===== src/logic/clk_switch_pkg.sv =====
// Constants, field layout and decode table of the system clock selection block.
package clk_switch_pkg;

  // ---------------------------------------------------------------------------
  // Register bus
  // ---------------------------------------------------------------------------
  localparam int         DATA_W    = 8;
  localparam int         ADDR_W    = 2;
  localparam logic [1:0] ADDR_CTRL = 2'h0;
  localparam logic [1:0] ADDR_STAT = 2'h1;
  localparam logic [1:0] ADDR_T1   = 2'h2;

  localparam int CTRL_PLL_BIT   = 7;
  localparam int CTRL_IFS_LSB   = 3;
  localparam int CTRL_SCS_LSB   = 0;
  localparam int STAT_SEC_RDY   = 7;
  localparam int STAT_PLL_RDY   = 6;
  localparam int STAT_OST       = 5;
  localparam int STAT_HF_RDY    = 4;
  localparam int STAT_MF_RDY    = 3;
  localparam int STAT_LF_RDY    = 1;
  localparam int T1_OSC_EN_BIT  = 3;

  // ---------------------------------------------------------------------------
  // Field codes and reset values
  // ---------------------------------------------------------------------------
  localparam logic [3:0] IFS_RESET   = 4'h7;
  localparam logic [3:0] IFS_PLL     = 4'he;
  localparam logic [1:0] SCS_RESET   = 2'h0;
  localparam logic [1:0] SCS_DEFAULT = 2'h0;
  localparam logic [1:0] SCS_SEC     = 2'h1;
  localparam logic [2:0] MODE_INTERNAL_OSC_BLOCK = 3'h4;
  localparam logic [2:0] MODE_LP     = 3'h0;
  localparam logic [2:0] MODE_XT     = 3'h1;
  localparam logic [2:0] MODE_HS     = 3'h2;

  typedef enum logic [2:0] {SRC_LF, SRC_MF, SRC_HF, SRC_PLL, SRC_SEC, SRC_EXT} src_e;
  typedef logic [6:0] key_t;

  localparam int   POST_STAGES = 10;
  localparam key_t PLL_KEY     = {SRC_PLL, 4'h0};
  localparam key_t SEC_KEY     = {SRC_SEC, 4'h0};
  localparam key_t EXT_KEY     = {SRC_EXT, 4'h0};
  localparam key_t RESET_KEY   = {SRC_MF, 4'h0};
  localparam logic [2:0] RESET_OSC_ON = 3'h2;

  // Source and postscaler tap for each frequency select code.
  localparam key_t IFS_TABLE [0:15] = '{
    {SRC_LF, 4'h0}, {SRC_LF, 4'h0}, {SRC_MF, 4'h4}, {SRC_HF, 4'h9},
    {SRC_HF, 4'h8}, {SRC_HF, 4'h7}, {SRC_HF, 4'h6}, {SRC_MF, 4'h0},
    {SRC_MF, 4'h2}, {SRC_MF, 4'h1}, {SRC_HF, 4'h5}, {SRC_HF, 4'h4},
    {SRC_HF, 4'h3}, {SRC_HF, 4'h2}, {SRC_HF, 4'h1}, {SRC_HF, 4'h0}
  };

  // ---------------------------------------------------------------------------
  // Timing
  // ---------------------------------------------------------------------------
  localparam int         CORE_CLK_PERIOD_NS  = 25;
  localparam int         INT_OSC_STARTUP_NS  = 2000;
  localparam int         STARTUP_CNT_W       = 7;
  localparam logic [6:0] INT_OSC_STARTUP_CYC =
    7'((INT_OSC_STARTUP_NS + CORE_CLK_PERIOD_NS - 1) / CORE_CLK_PERIOD_NS);
  localparam int         OST_CYCLES          = 1024;
  localparam logic [9:0] OST_LAST            = 10'(OST_CYCLES - 1);
  localparam logic [1:0] SYNC_EDGES          = 2'h2;

endpackage


===== src/logic/postscale_if.sv =====
// Interface between an oscillator input and its postscaler.
`timescale 1ns/1ps
interface postscale_if;
  logic       osc_lvl;
  logic [9:0] stages;

  modport src    (output osc_lvl, input  stages);
  modport scaler (input  osc_lvl, output stages);
endinterface


===== src/logic/clk_postscaler.sv =====
// Binary postscaler chain producing every divide-by-power-of-two tap of one oscillator.
`timescale 1ns/1ps
module clk_postscaler (
  input  logic          core_clk_i,
  input  logic          reset_i,
  postscale_if.scaler   ps
);

  logic [9:0] stage_q;
  logic [9:0] prev_q;

  always_ff @(posedge core_clk_i) begin
    if (reset_i) begin
      stage_q[0] <= 1'b0;
      prev_q     <= 10'h000;
    end else begin
      stage_q[0] <= ps.osc_lvl;
      prev_q     <= stage_q;
    end
  end

  // Each stage toggles on a falling edge of the stage before it.
  genvar k;
  generate
    for (k = 1; k < clk_switch_pkg::POST_STAGES; k++) begin : g_stage
      logic fall;
      assign fall = prev_q[k-1] & ~stage_q[k-1];
      always_ff @(posedge core_clk_i) begin
        if (reset_i) begin
          stage_q[k] <= 1'b0;
        end else if (fall) begin
          stage_q[k] <= ~stage_q[k];
        end
      end
    end
  endgenerate

  assign ps.stages = stage_q;

endmodule // clk_postscaler


===== src/logic/system_clock_select_switch.sv =====
// System clock source selection with glitch-free switching and oscillator status.
//
// The address-and-strobe port and the register addresses were decided locally.
`timescale 1ns/1ps
module system_clock_select_switch (
  input  logic       core_clk_i,
  input  logic       reset_i,
  input  logic [1:0] reg_addr_i,
  input  logic [7:0] reg_wdata_i,
  input  logic       reg_wr_i,
  input  logic       reg_rd_i,
  output logic [7:0] reg_rdata_o,
  input  logic [2:0] cfg_osc_mode_i,
  input  logic       cfg_pll_enable_i,
  input  logic       wdt_enable_i,
  input  logic       fail_safe_clock_monitor_enable_i,
  input  logic       hw_force_internal_i,
  input  logic       hf_osc_i,
  input  logic       mf_osc_i,
  input  logic       lf_osc_i,
  input  logic       pll_clk_i,
  input  logic       sec_osc_i,
  input  logic       sec_osc_ready_i,
  input  logic       ext_osc_i,
  output logic       hf_osc_en_o,
  output logic       mf_osc_en_o,
  output logic       lf_osc_en_o,
  output logic       pll_en_o,
  output logic       sec_osc_en_o,
  output logic       switch_busy_o,
  output logic       sys_clk_o
);

  typedef enum logic [2:0] {ST_IDLE, ST_STARTUP, ST_SYNC, ST_WAIT_FALL, ST_HOLD_LOW} state_e;

  // ---------------------------------------------------------------------------
  // Helpers
  // ---------------------------------------------------------------------------
  function automatic logic clk_level(input clk_switch_pkg::key_t key,
                                     input logic [9:0] hf_st,
                                     input logic [9:0] mf_st,
                                     input logic lf, input logic pll,
                                     input logic sec, input logic ext);
    case (clk_switch_pkg::src_e'(key[6:4]))
      clk_switch_pkg::SRC_LF:  clk_level = lf;
      clk_switch_pkg::SRC_MF:  clk_level = mf_st[key[3:0]];
      clk_switch_pkg::SRC_HF:  clk_level = hf_st[key[3:0]];
      clk_switch_pkg::SRC_PLL: clk_level = pll;
      clk_switch_pkg::SRC_SEC: clk_level = sec;
      default:                 clk_level = ext;
    endcase
  endfunction

  // One-hot internal oscillator used by a source: bit 0 LF, 1 MF, 2 HF.
  function automatic logic [2:0] osc_of(input clk_switch_pkg::key_t key);
    case (clk_switch_pkg::src_e'(key[6:4]))
      clk_switch_pkg::SRC_LF:  osc_of = 3'h1;
      clk_switch_pkg::SRC_MF:  osc_of = 3'h2;
      clk_switch_pkg::SRC_HF:  osc_of = 3'h4;
      clk_switch_pkg::SRC_PLL: osc_of = 3'h4;
      default:                 osc_of = 3'h0;
    endcase
  endfunction

  // ---------------------------------------------------------------------------
  // Postscalers
  // ---------------------------------------------------------------------------
  postscale_if hf_ps ();
  postscale_if mf_ps ();

  assign hf_ps.osc_lvl = hf_osc_i;
  assign mf_ps.osc_lvl = mf_osc_i;

  clk_postscaler u_hf_post (
    .core_clk_i (core_clk_i),
    .reset_i    (reset_i),
    .ps         (hf_ps.scaler)
  );

  clk_postscaler u_mf_post (
    .core_clk_i (core_clk_i),
    .reset_i    (reset_i),
    .ps         (mf_ps.scaler)
  );

  // ---------------------------------------------------------------------------
  // Software registers
  // ---------------------------------------------------------------------------
  logic [3:0] ifs_q;
  logic [1:0] scs_q;
  logic       spll_q;
  logic       sec_en_q;
  logic [7:0] rdata_q;
  logic       wr_ctrl;
  logic       wr_t1;
  logic [7:0] ctrl_rd;
  logic [7:0] stat_rd;
  logic [7:0] t1_rd;
  logic [7:0] rdata_d;

  assign wr_ctrl = reg_wr_i && (reg_addr_i == clk_switch_pkg::ADDR_CTRL);
  assign wr_t1   = reg_wr_i && (reg_addr_i == clk_switch_pkg::ADDR_T1);

  // Only a software write moves the source select; forced switches never touch it.
  always_ff @(posedge core_clk_i) begin
    if (reset_i) begin
      ifs_q  <= clk_switch_pkg::IFS_RESET;
      scs_q  <= clk_switch_pkg::SCS_RESET;
      spll_q <= 1'b0;
    end else if (wr_ctrl) begin
      ifs_q  <= reg_wdata_i[clk_switch_pkg::CTRL_IFS_LSB +: 4];
      scs_q  <= reg_wdata_i[clk_switch_pkg::CTRL_SCS_LSB +: 2];
      spll_q <= reg_wdata_i[clk_switch_pkg::CTRL_PLL_BIT];
    end
  end

  always_ff @(posedge core_clk_i) begin
    if (reset_i) begin
      sec_en_q <= 1'b0;
    end else if (wr_t1) begin
      sec_en_q <= reg_wdata_i[clk_switch_pkg::T1_OSC_EN_BIT];
    end
  end

  assign sec_osc_en_o = sec_en_q;

  // ---------------------------------------------------------------------------
  // Target source decode
  // ---------------------------------------------------------------------------
  clk_switch_pkg::key_t int_key;
  clk_switch_pkg::key_t dflt_key;
  clk_switch_pkg::key_t tgt_key;
  logic                 pll_on;
  logic                 pll_ok;
  logic                 crystal;
  logic                 ext_ok;
  logic                 ost_done_q;

  assign pll_on   = cfg_pll_enable_i | spll_q;
  assign pll_en_o = pll_on;
  assign int_key  = clk_switch_pkg::IFS_TABLE[ifs_q];
  assign crystal  = (cfg_osc_mode_i == clk_switch_pkg::MODE_LP) ||
                    (cfg_osc_mode_i == clk_switch_pkg::MODE_XT) ||
                    (cfg_osc_mode_i == clk_switch_pkg::MODE_HS);
  assign ext_ok   = ~crystal | ost_done_q;
  assign pll_ok   = (cfg_osc_mode_i == clk_switch_pkg::MODE_INTERNAL_OSC_BLOCK) &&
                    (scs_q == clk_switch_pkg::SCS_DEFAULT) &&
                    (ifs_q == clk_switch_pkg::IFS_PLL) && pll_on;
  assign dflt_key = (cfg_osc_mode_i == clk_switch_pkg::MODE_INTERNAL_OSC_BLOCK) ?
                    (pll_ok ? clk_switch_pkg::PLL_KEY : int_key) :
                    (ext_ok ? clk_switch_pkg::EXT_KEY : int_key);
  // Until the external crystal has settled the internal block keeps the core running.
  assign tgt_key  = hw_force_internal_i                ? int_key :
                    (scs_q == clk_switch_pkg::SCS_SEC) ? clk_switch_pkg::SEC_KEY :
                    scs_q[1]                           ? int_key : dflt_key;

  // ---------------------------------------------------------------------------
  // Start-up timer for crystal modes
  // ---------------------------------------------------------------------------
  logic [9:0] ost_cnt_q;
  logic       ext_prev_q;
  logic       ext_rise;

  assign ext_rise = ext_osc_i & ~ext_prev_q;

  always_ff @(posedge core_clk_i) begin
    if (reset_i) begin
      ost_cnt_q  <= 10'h000;
      ost_done_q <= 1'b0;
      ext_prev_q <= 1'b0;
    end else begin
      ext_prev_q <= ext_osc_i;
      if (crystal && !ost_done_q && ext_rise) begin
        ost_cnt_q  <= ost_cnt_q + 10'h001;
        ost_done_q <= (ost_cnt_q == clk_switch_pkg::OST_LAST);
      end
    end
  end

  // ---------------------------------------------------------------------------
  // Switch sequencer
  // ---------------------------------------------------------------------------
  state_e               state_q;
  state_e               state_d;
  clk_switch_pkg::key_t cur_key_q;
  clk_switch_pkg::key_t pend_key_q;
  logic [2:0]           osc_on_q;
  logic [2:0]           osc_on_d;
  logic [6:0]           wait_q;
  logic [1:0]           sync_q;
  logic                 new_lvl;
  logic                 old_lvl;
  logic                 new_prev_q;
  logic                 old_prev_q;
  logic                 new_rise;
  logic                 old_fall;
  logic                 start;
  logic                 need_startup;
  logic                 done;
  logic                 lf_keep;
  logic                 sys_clk_q;
  logic                 sys_clk_d;

  assign new_lvl      = clk_level(pend_key_q, hf_ps.stages, mf_ps.stages,
                                  lf_osc_i, pll_clk_i, sec_osc_i, ext_osc_i);
  assign old_lvl      = clk_level(cur_key_q, hf_ps.stages, mf_ps.stages,
                                  lf_osc_i, pll_clk_i, sec_osc_i, ext_osc_i);
  assign new_rise     = new_lvl & ~new_prev_q;
  assign old_fall     = old_prev_q & ~old_lvl;
  assign start        = (state_q == ST_IDLE) && (tgt_key != cur_key_q);
  assign need_startup = |(osc_of(tgt_key) & ~osc_on_q);
  assign done         = (state_q == ST_HOLD_LOW) && new_rise;
  assign lf_keep      = wdt_enable_i | fail_safe_clock_monitor_enable_i;
  // Old oscillators stop once the new one runs; the LF one stays while the watchdog or fail-safe clock monitor is enabled.
  assign osc_on_d     = osc_of(pend_key_q) | {2'h0, lf_keep};

  always_comb begin
    state_d = state_q;
    case (state_q)
      ST_IDLE:      if (start) state_d = need_startup ? ST_STARTUP : ST_SYNC;
      ST_STARTUP:   if (wait_q == 7'h00) state_d = ST_SYNC;
      ST_SYNC:      if (new_rise && sync_q == 2'h1) state_d = ST_WAIT_FALL;
      ST_WAIT_FALL: if (old_fall) state_d = ST_HOLD_LOW;
      ST_HOLD_LOW:  if (new_rise) state_d = ST_IDLE;
      default:      state_d = ST_IDLE;
    endcase
  end

  // The held-low window cuts every runt pulse between the two clocks.
  assign sys_clk_d = (state_q == ST_HOLD_LOW) ? new_rise : old_lvl;

  always_ff @(posedge core_clk_i) begin
    if (reset_i) begin
      state_q    <= ST_IDLE;
      new_prev_q <= 1'b0;
      old_prev_q <= 1'b0;
      sys_clk_q  <= 1'b0;
    end else begin
      state_q    <= state_d;
      new_prev_q <= new_lvl;
      old_prev_q <= old_lvl;
      sys_clk_q  <= sys_clk_d;
    end
  end

  always_ff @(posedge core_clk_i) begin
    if (reset_i) begin
      pend_key_q <= clk_switch_pkg::RESET_KEY;
      wait_q     <= 7'h00;
      sync_q     <= 2'h0;
    end else if (start) begin
      pend_key_q <= tgt_key;
      wait_q     <= clk_switch_pkg::INT_OSC_STARTUP_CYC - 7'h01;
      sync_q     <= 2'h0;
    end else begin
      if (state_q == ST_STARTUP && wait_q != 7'h00) wait_q <= wait_q - 7'h01;
      if (state_q == ST_SYNC && new_rise) sync_q <= sync_q + 2'h1;
    end
  end

  always_ff @(posedge core_clk_i) begin
    if (reset_i) begin
      cur_key_q <= clk_switch_pkg::RESET_KEY;
      osc_on_q  <= clk_switch_pkg::RESET_OSC_ON;
    end else if (done) begin
      cur_key_q <= pend_key_q;
      osc_on_q  <= osc_on_d;
    end
  end

  logic       switching;
  logic [2:0] pend_osc;
  assign switching     = (state_q != ST_IDLE);
  assign pend_osc      = osc_of(pend_key_q);
  assign hf_osc_en_o   = osc_on_q[2] | (switching & pend_osc[2]);
  assign mf_osc_en_o   = osc_on_q[1] | (switching & pend_osc[1]);
  assign lf_osc_en_o   = osc_on_q[0] | lf_keep | (switching & pend_osc[0]);
  assign switch_busy_o = switching;
  assign sys_clk_o     = sys_clk_q;

  // ---------------------------------------------------------------------------
  // Read path
  // ---------------------------------------------------------------------------
  logic pll_ready;
  logic ost_status;

  assign pll_ready  = (cur_key_q[6:4] == clk_switch_pkg::SRC_PLL);
  assign ost_status = (cur_key_q[6:4] == clk_switch_pkg::SRC_EXT);
  assign ctrl_rd    = {spll_q, ifs_q, 1'b0, scs_q};
  assign stat_rd    = {sec_osc_ready_i, pll_ready, ost_status,
                       osc_on_q[2], osc_on_q[1], 1'b0, osc_on_q[0], 1'b0};
  assign t1_rd      = {4'h0, sec_en_q, 3'h0};
  assign rdata_d    = !reg_rd_i                                    ? 8'h00 :
                      (reg_addr_i == clk_switch_pkg::ADDR_CTRL)    ? ctrl_rd :
                      (reg_addr_i == clk_switch_pkg::ADDR_STAT)    ? stat_rd :
                      (reg_addr_i == clk_switch_pkg::ADDR_T1)      ? t1_rd : 8'h00;

  always_ff @(posedge core_clk_i) begin
    if (reset_i) rdata_q <= 8'h00;
    else         rdata_q <= rdata_d;
  end

  assign reg_rdata_o = rdata_q;
endmodule // system_clock_select_switch


===== config.mk =====
export PLATFORM = sky130hd
export DESIGN_NAME = system_clock_select_switch
export DESIGN_NICKNAME = d
export VERILOG_FILES = /design/src/logic/clk_switch_pkg.sv /design/src/logic/postscale_if.sv /design/src/logic/clk_postscaler.sv /design/src/logic/system_clock_select_switch.sv
export SDC_FILE = /design/constraint.sdc
export NUM_CORES = 1
export LEC_CHECK = 0
export BUFFER_PORTS_ARGS = -buffer_cell sky130_fd_sc_hd__buf_2
export CAP_MARGIN = 20
export CORE_MARGIN = 2
export CORE_UTILIZATION = 50
export CTS_CLUSTER_DIAMETER = 50
export DETAILED_ROUTE_END_ITERATION = 7
export PLACE_DENSITY = 0.72
export SETUP_SLACK_MARGIN = 0.2
export SYNTH_ARGS = -nofsm -noshare
export SYNTH_HDL_FRONTEND = slang
export SYNTH_SLANG_ARGS = --single-unit

===== constraint.sdc =====
create_clock -name core_clk_i -period 5.8 [get_ports core_clk_i]
set_clock_uncertainty 0.15 [all_clocks]
set_input_delay 0 -clock core_clk_i [delete_from_list [all_inputs] [get_ports core_clk_i]]
set_output_delay 0 -clock core_clk_i [all_outputs]
set_load 0.01 [all_outputs]

### Word-level counts from Yosys, hierarchy flattened

Memories as Yosys holds them, arrays and structs flattened.
Cells that the tools add are included.
W data, S select, Z words.

| cells by class | value |
|---|---|
| $add $sub $neg | 3 |
| order comparisons | 3 |
| equal/unequal tests | 31 |
| mux-type cells | 33 |
| bitwise operators | 60 |
| reduce and logical (&&, ||, !) cells | 33 |

Operators with widths:

| operator | number |
|---|---|
| $mux W7 | 10 |
| $eq A3 B2 Y1 const B | 9 |
| $not A1 Y1 | 25 |
| $and A1 B1 Y1 | 24 |
| $pmux W3 S3 | 2 |
| $bmux W1 S4 | 4 |
| $mux W8 | 2 |
| $eq A3 B1 Y1 const B | 5 |
| $eq A3 B3 Y1 const B | 5 |
| $logic_not A3 Y1 | 5 |
| $mux W3 | 5 |
| $pmux W3 S5 | 1 |
| $logic_and A1 B1 Y1 | 12 |
| $add A10 B1 Y10 const B | 1 |
| $eq A10 B10 Y1 const B | 1 |
| $lt A4 B5 Y1 const B | 2 |
| $ne A2 B2 Y1 const B | 5 |
| $pmux W1 S5 | 2 |
| $reduce_or A2 Y1 | 4 |
| $logic_not A7 Y1 | 1 |
| $ne A7 B7 Y1 | 1 |
| $or A1 B1 Y1 | 7 |
| $reduce_bool A7 Y1 | 1 |
| $sub A7 B1 Y7 const B | 1 |
| 20 further kinds | 28 |

| storage, ports and cells | value |
|---|---|
| register bits after elaboration | 98 |
| bits in read-only memories | 112 |
| output and inout bits | 15 |
| memories | 1 |

Memory list:

| name | depth | width | rd ports | clocked after Yosys merged registers in | write ports | line | source |
|---|---|---|---|---|---|---|---|
| (no name shown) | 16 | 7 | 1 | 0 | 0 | system_clock_select_switch.sv:141 | `assign int_key = clk_switch_pkg::IFS_TABLE[ifs_q];` |

### Logic depth before layout (Yosys ltp)

| logic depth | value |
|---|---|
| depth after elaboration | 18 |
| mapped depth | 10 |

### Hierarchy

Synthesis repeated with hierarchy kept, for this count alone.

| unflattened totals | value |
|---|---|
| cell total of the unflattened synthesis | 529 |
| area total of the unflattened synthesis | 4957.3 um^2 |

Modules (own cells, without submodules):

| module | instances | cells each | area each (um^2) | seq. area each (um^2) |
|---|---|---|---|---|
| system_clock_select_switch | 1 | 411 | 3525.9 | 1181.1 |
| clk_postscaler | 2 | 59 | 715.7 | 380.4 |

### Worst setup path after synthesis

Ideal clock, no wire load.

| timing | value |
|---|---|
| path kind | reg2reg |
| start point | register ifs_q[1] |
| end point | register pend_key_q[2] |
| arrival time | 2.422 ns |
| path slack | 3.106 ns |
| stages on the path, launching flop included | 10 |
| period minus slack after synthesis | 2.694 ns |
| cells stage by stage | dfxtp_1 -> inv_1 -> ha_1 -> inv_1 -> mux4_2 -> a221oi_1 -> and3_1 -> o221ai_1 -> and3_1 -> a311o_1 |

| on the way | value |
|---|---|
| cells in the longest elaborated chain, start to end | 11 |

RTL lines:

| element | line | source |
|---|---|---|
| from (decl) | system_clock_select_switch.sv:89 | `logic [3:0] ifs_q;` |
| from (signal assigned) | system_clock_select_switch.sv:107 | `ifs_q <= clk_switch_pkg::IFS_RESET;` |
| from (signal assigned) | system_clock_select_switch.sv:111 | `ifs_q <= reg_wdata_i[clk_switch_pkg::CTRL_IFS_LSB +: 4];` |
| $not A4 Y5 (not written as such) | system_clock_select_switch.sv:141 |  |
| $mem_v2 Z16 W7 | n/a |  |
| $mux W7 (not written as such) (2 in series) | system_clock_select_switch.sv:141 |  |
| $mux W7 (on tied branches) | system_clock_select_switch.sv:151, system_clock_select_switch.sv:150 |  |
| $mux W7 | system_clock_select_switch.sv:149 | `assign dflt_key = (cfg_osc_mode_i == clk_switch_pkg::MODE_INTERNAL_OSC_BLOCK) ?` |
| $mux W7 | system_clock_select_switch.sv:155 | `scs_q[1] ? int_key : dflt_key;` |
| $mux W7 | system_clock_select_switch.sv:154 | `(scs_q == clk_switch_pkg::SCS_SEC) ? clk_switch_pkg::SEC_KEY :` |
| $mux W7 * | system_clock_select_switch.sv:153 | `assign tgt_key = hw_force_internal_i ? int_key :` |
| $ne A7 B7 Y1 | system_clock_select_switch.sv:210 | `assign start = (state_q == ST_IDLE) && (tgt_key != cur_key_q);` |
| $logic_and A1 B1 Y1 | system_clock_select_switch.sv:210 |  |
| to (signal assigned) | system_clock_select_switch.sv:248 | `pend_key_q <= clk_switch_pkg::RESET_KEY;` |
| to (signal assigned) | system_clock_select_switch.sv:252 | `pend_key_q <= tgt_key;` |
| to (decl) | system_clock_select_switch.sv:186 | `clk_switch_pkg::key_t pend_key_q;` |

Mark *: on every way between the ends. The rest lies on a longest branch, timed or not. The select of a mux whose other input is x is not followed.
A chain may end at the register's enable or synchronous reset.

### Final worst setup path

| timing | value |
|---|---|
| start point | register ifs_q[1] |
| end point | register state_q[2] |

| on the way | value |
|---|---|
| cells in the longest elaborated chain, start to end | 13 |

RTL lines:

| element | line | source |
|---|---|---|
| $not A4 Y5 (not written as such) | system_clock_select_switch.sv:141 |  |
| $mem_v2 Z16 W7 | n/a |  |
| $mux W7 (not written as such) (2 in series) | system_clock_select_switch.sv:141 |  |
| $mux W7 (on tied branches) | system_clock_select_switch.sv:151, system_clock_select_switch.sv:150 |  |
| $mux W7 | system_clock_select_switch.sv:149 |  |
| $mux W7 | system_clock_select_switch.sv:155 |  |
| $mux W7 | system_clock_select_switch.sv:154 |  |
| $mux W7 * | system_clock_select_switch.sv:153 |  |
| $ne A7 B7 Y1 * | system_clock_select_switch.sv:210 |  |
| $logic_and A1 B1 Y1 * | system_clock_select_switch.sv:210 |  |
| $ne A2 B2 Y1 (no line) * | n/a |  |
| $reduce_and A5 Y1 (no line) * | n/a |  |
| to (signal assigned) | system_clock_select_switch.sv:239 | `state_q <= state_d;` |
| to (decl) | system_clock_select_switch.sv:183 | `state_e state_q;` |

Marked as above.

==> flow_summary.json <==
{
  "outcome": "complete, no violations",
  "worstHoldStart": "sec_osc_i",
  "worstSkewPairLatency_ns": 0.37,
  "ys_seq_elements": 97,
  "hold_depth": 5,
  "crit_slowest_cell": "dfxtp_1",
  "fmax_mhz": 320,
  "cpPeakStageDelay_ns": 0.49,
  "r2r_end": "state_q[2]",
  "clk_pin_slew_ns": 0.09,
  "diodes": 0,
  "cts_resized": 0,
  "gr-total-overflow": 0,
  "end_kind": "flip-flop",
  "drcViolationCount": 0,
  "ys.flop_type": "dfxtp_1",
  "synth_seq_area_share_pct": 39.9,
  "worstSetupPathType": "flip-flop to flip-flop",
  "syn2layout_area_growth_pct": 14.2,
  "drv_slew": 0,
  "num_io_pins": 43,
  "utilization_pct": 57.9,
  "reg2reg_slack_ns": 2.68,
  "cts_made_buffers": 9,
  "final_cell_mix": "97 x dfxtp_1, 71 x nor2_1, 47 x nor2b_1",
  "syn_inst": 535,
  "setup_viol": 0,
  "cts_tree": "yes",
  "die_height_um": 103,
  "die_width_um": 103,
  "slew_headroom_pct": 42.0,
  "syn-num-nets": 572,
  "drtPass1Iterations": 5,
  "final_hold_viol_count": 0,
  "rsz0062_at_grt": "no",
  "final_common_cell": "dfxtp_1",
  "design.die.area_um2": 10500,
  "cp_cell_sequence": "inv_1 -> ha_1 -> inv_1 -> mux4_2 -> a221oi_1 -> and3_1 -> o221ai_1 -> o311ai_1 -> nor3_1",
  "core_um2": 9590,
  "async_reset_ff_share_pct": 0,
  "p_leak_nw": 2.12,
  "route.detailed.wl_per_inst_um": 14.3,
  "hold_path_class": "primary input to flip-flop",
  "avgViaCountPerCell": 5.46,
  "place.gp.congestion": 0.872,
  "floorplan.initialDensity_pct": 50.7,
  "min_to": "new_prev_q",
  "cp_common_cell": "inv_1",
  "postCtsSetupBuffers": 0,
  "avgSynthCellArea_um2": 9.10,
  "tightest_slew_ns": 0.859,
  "crit_arrival_ns": 3.22,
  "fin_setup_tns_ns": 0,
  "cts_max_level": 3,
  "ys_types": 74,
  "num-fill-cells": 845,
  "worstReg2RegStart": "ifs_q[1]",
  "portBuffers": 40,
  "antenna_found_initial": 0,
  "reg2reg_depth": 9,
  "routed_wl_um": 10300,
  "power_per_cell_area_nw_per_um2": 291,
  "required_ns": 5.89,
  "layout-drive-gt1-share_pct": 13.9,
  "syn_area_um2": 4870,
  "clockBufferDepth": 2,
  "grt_pass1_vias": 3670,
  "num_rows": 36,
  "track_usage_pct": 20.9,
  "cap_violations": 0,
  "timing.final.crit_share_pct": 53.9,
  "vdd_drop_max_mv": 0.140,
  "grt_pass1_wl_um": 17300,
  "worst-path-max-fanout": 7,
  "clock_sinks": 97,
  "grt_max_degree": 77,
  "dp_hpwl_um": 7100,
  "ctsRootBufferMaster": "clkbuf_8",
  "layout.nets": 621,
  "antenna_left": 0,
  "first_iter_violations": 217,
  "cp-start-kind": "flip-flop",
  "ys_warn_count": 0,
  "vias": 3936,
  "finalCriticalPeriod_ns": 3.12,
  "synth_edf_count": 0
}
how the worst max path moves through the flow:
stage | start | to | depth (start not counted)
2_1_floorplan | ifs_q[1] | pend_key_q[2] | 9
3_3_place_gp | ifs_q[1] | state_q[2] | 9
3_5_place_dp | ifs_q[1] | state_q[2] | 9
4_1_cts | ifs_q[1] | state_q[2] | 9
5_1_grt | ifs_q[1] | wait_q[0] | 9
6_report | ifs_q[1] | state_q[2] | 9
layout make-up:
cell class / instances / area [um2] / share of cell area (%)
Multi-Input combinational cell: 383 / 2690 / 48.4
Sequential cell: 97 / 1940 / 34.9
Timing Repair Buffer: 66 / 455 / 8.19
Tap cell: 133 / 166 / 2.99
Clock buffer: 11 / 151 / 2.72
Inverter: 27 / 101 / 1.82
Clock inverter: 4 / 52.6 / 0.945
critical path, delay by kind of cell, from the launching register on:
| kind | cells | cell delay (ns) |
|---|---|---|
| AOI/OAI and AO/OA | 3 | 0.97 |
| adders and majority gates | 1 | 0.37 |
| buffers and inverters | 2 | 0.21 |
| DFF | 1 | 0.49 |
| muxes | 1 | 0.49 |
| and+or+nand+nor | 2 | 0.33 |
flip-flops by register name, indices dropped and copies added (netlist names), 3 cells and up:
name / count
osc_on_q: 3
wait_q: 7
cur_key_q: 7
ifs_q: 4
u_mf_post.ps.stages: 10
state_q: 3
u_hf_post.ps.stages: 10
pend_key_q: 7
ost_cnt_q: 10
u_hf_post.prev_q: 9
u_mf_post.prev_q: 9
reg_rdata_o: 7
synth_stat cells (8+ instances only):
cell	number	area, um2
mux4_2	8	180
a21oi_1	12	60.1
xnor2_1	29	254
mux2i_1	19	190
nor2b_1	47	294
o211ai_1	10	75.1
inv_1	25	93.8
dfxtp_1	97	1940
xor2_1	8	70.1
clkbuf_1	14	52.6
o21ai_1	11	55.1
nand3_1	8	40.0
nand2_1	26	97.6
nor3_1	13	65.1
nor2_1	71	267
ha_1	9	113
cell families (layout without fill, tap and decap cells):
logic type | Yosys count | in the layout | synth area share (%)
AO/OA/AOI/OAI | 91 | 91 | 13.8
multiplexers | 34 | 34 | 9.23
adder cells (fa/ha/maj) | 9 | 9 | 2.31
other | 1 | 1 | 0.0771
XOR/XNOR | 37 | 37 | 6.66
AND/OR/NAND/NOR | 211 | 211 | 23.2
flip-flops | 97 | 97 | 39.9
buffers and inverters | 55 | 108 | 4.81
metrics by stage:
| stage | setup slack (ns) | hold slack (ns) | cell area, um2 | total power, mW | cells |
|---|---|---|---|---|---|
| 2_1_floorplan | 3.11 | -0.0359 | 4870 | 1.08 | 535 |
| 3_3_place_gp | 2.81 | 0.0677 | 5110 | 1.15 | 682 |
| 3_5_place_dp | 2.76 | 0.0710 | 5110 | 1.17 | 682 |
| 4_1_cts | 2.73 | 0.0200 | 5560 | 1.63 | 721 |
| 5_1_grt | 2.48 | 0.0781 | 5560 | 1.71 | 721 |
| 6_report | 2.68 | 0.0428 | 5560 | 1.62 | 721 |
where the power goes:
part / internal, mW / switching, mW / leakage [nW]
logic: 0.159 / 0.222 / 1.24
registers: 0.716 / 0.0718 / 0.788
clock network: 0.220 / 0.231 / 0.0937
total: 1.10 / 0.525 / 2.12
per-layer routing:
layer / part of all wire [%] / global-route usage, %
met5: 0 / 0
met4: 1.9 / 8.51
met3: 4.8 / 3.93
met2: 46 / 33.6
met1: 47 / 27.8
repair_timing:
| item | 4_1_cts | 5_1_grt |
|---|---|---|
| hold buffers | 24 | 0 |
| endpoints found under the setup margin | 0 | 0 |
| endpoints found under the hold margin | 22 | 0 |
No activity file was read; power rests on OpenSTA's default activity.
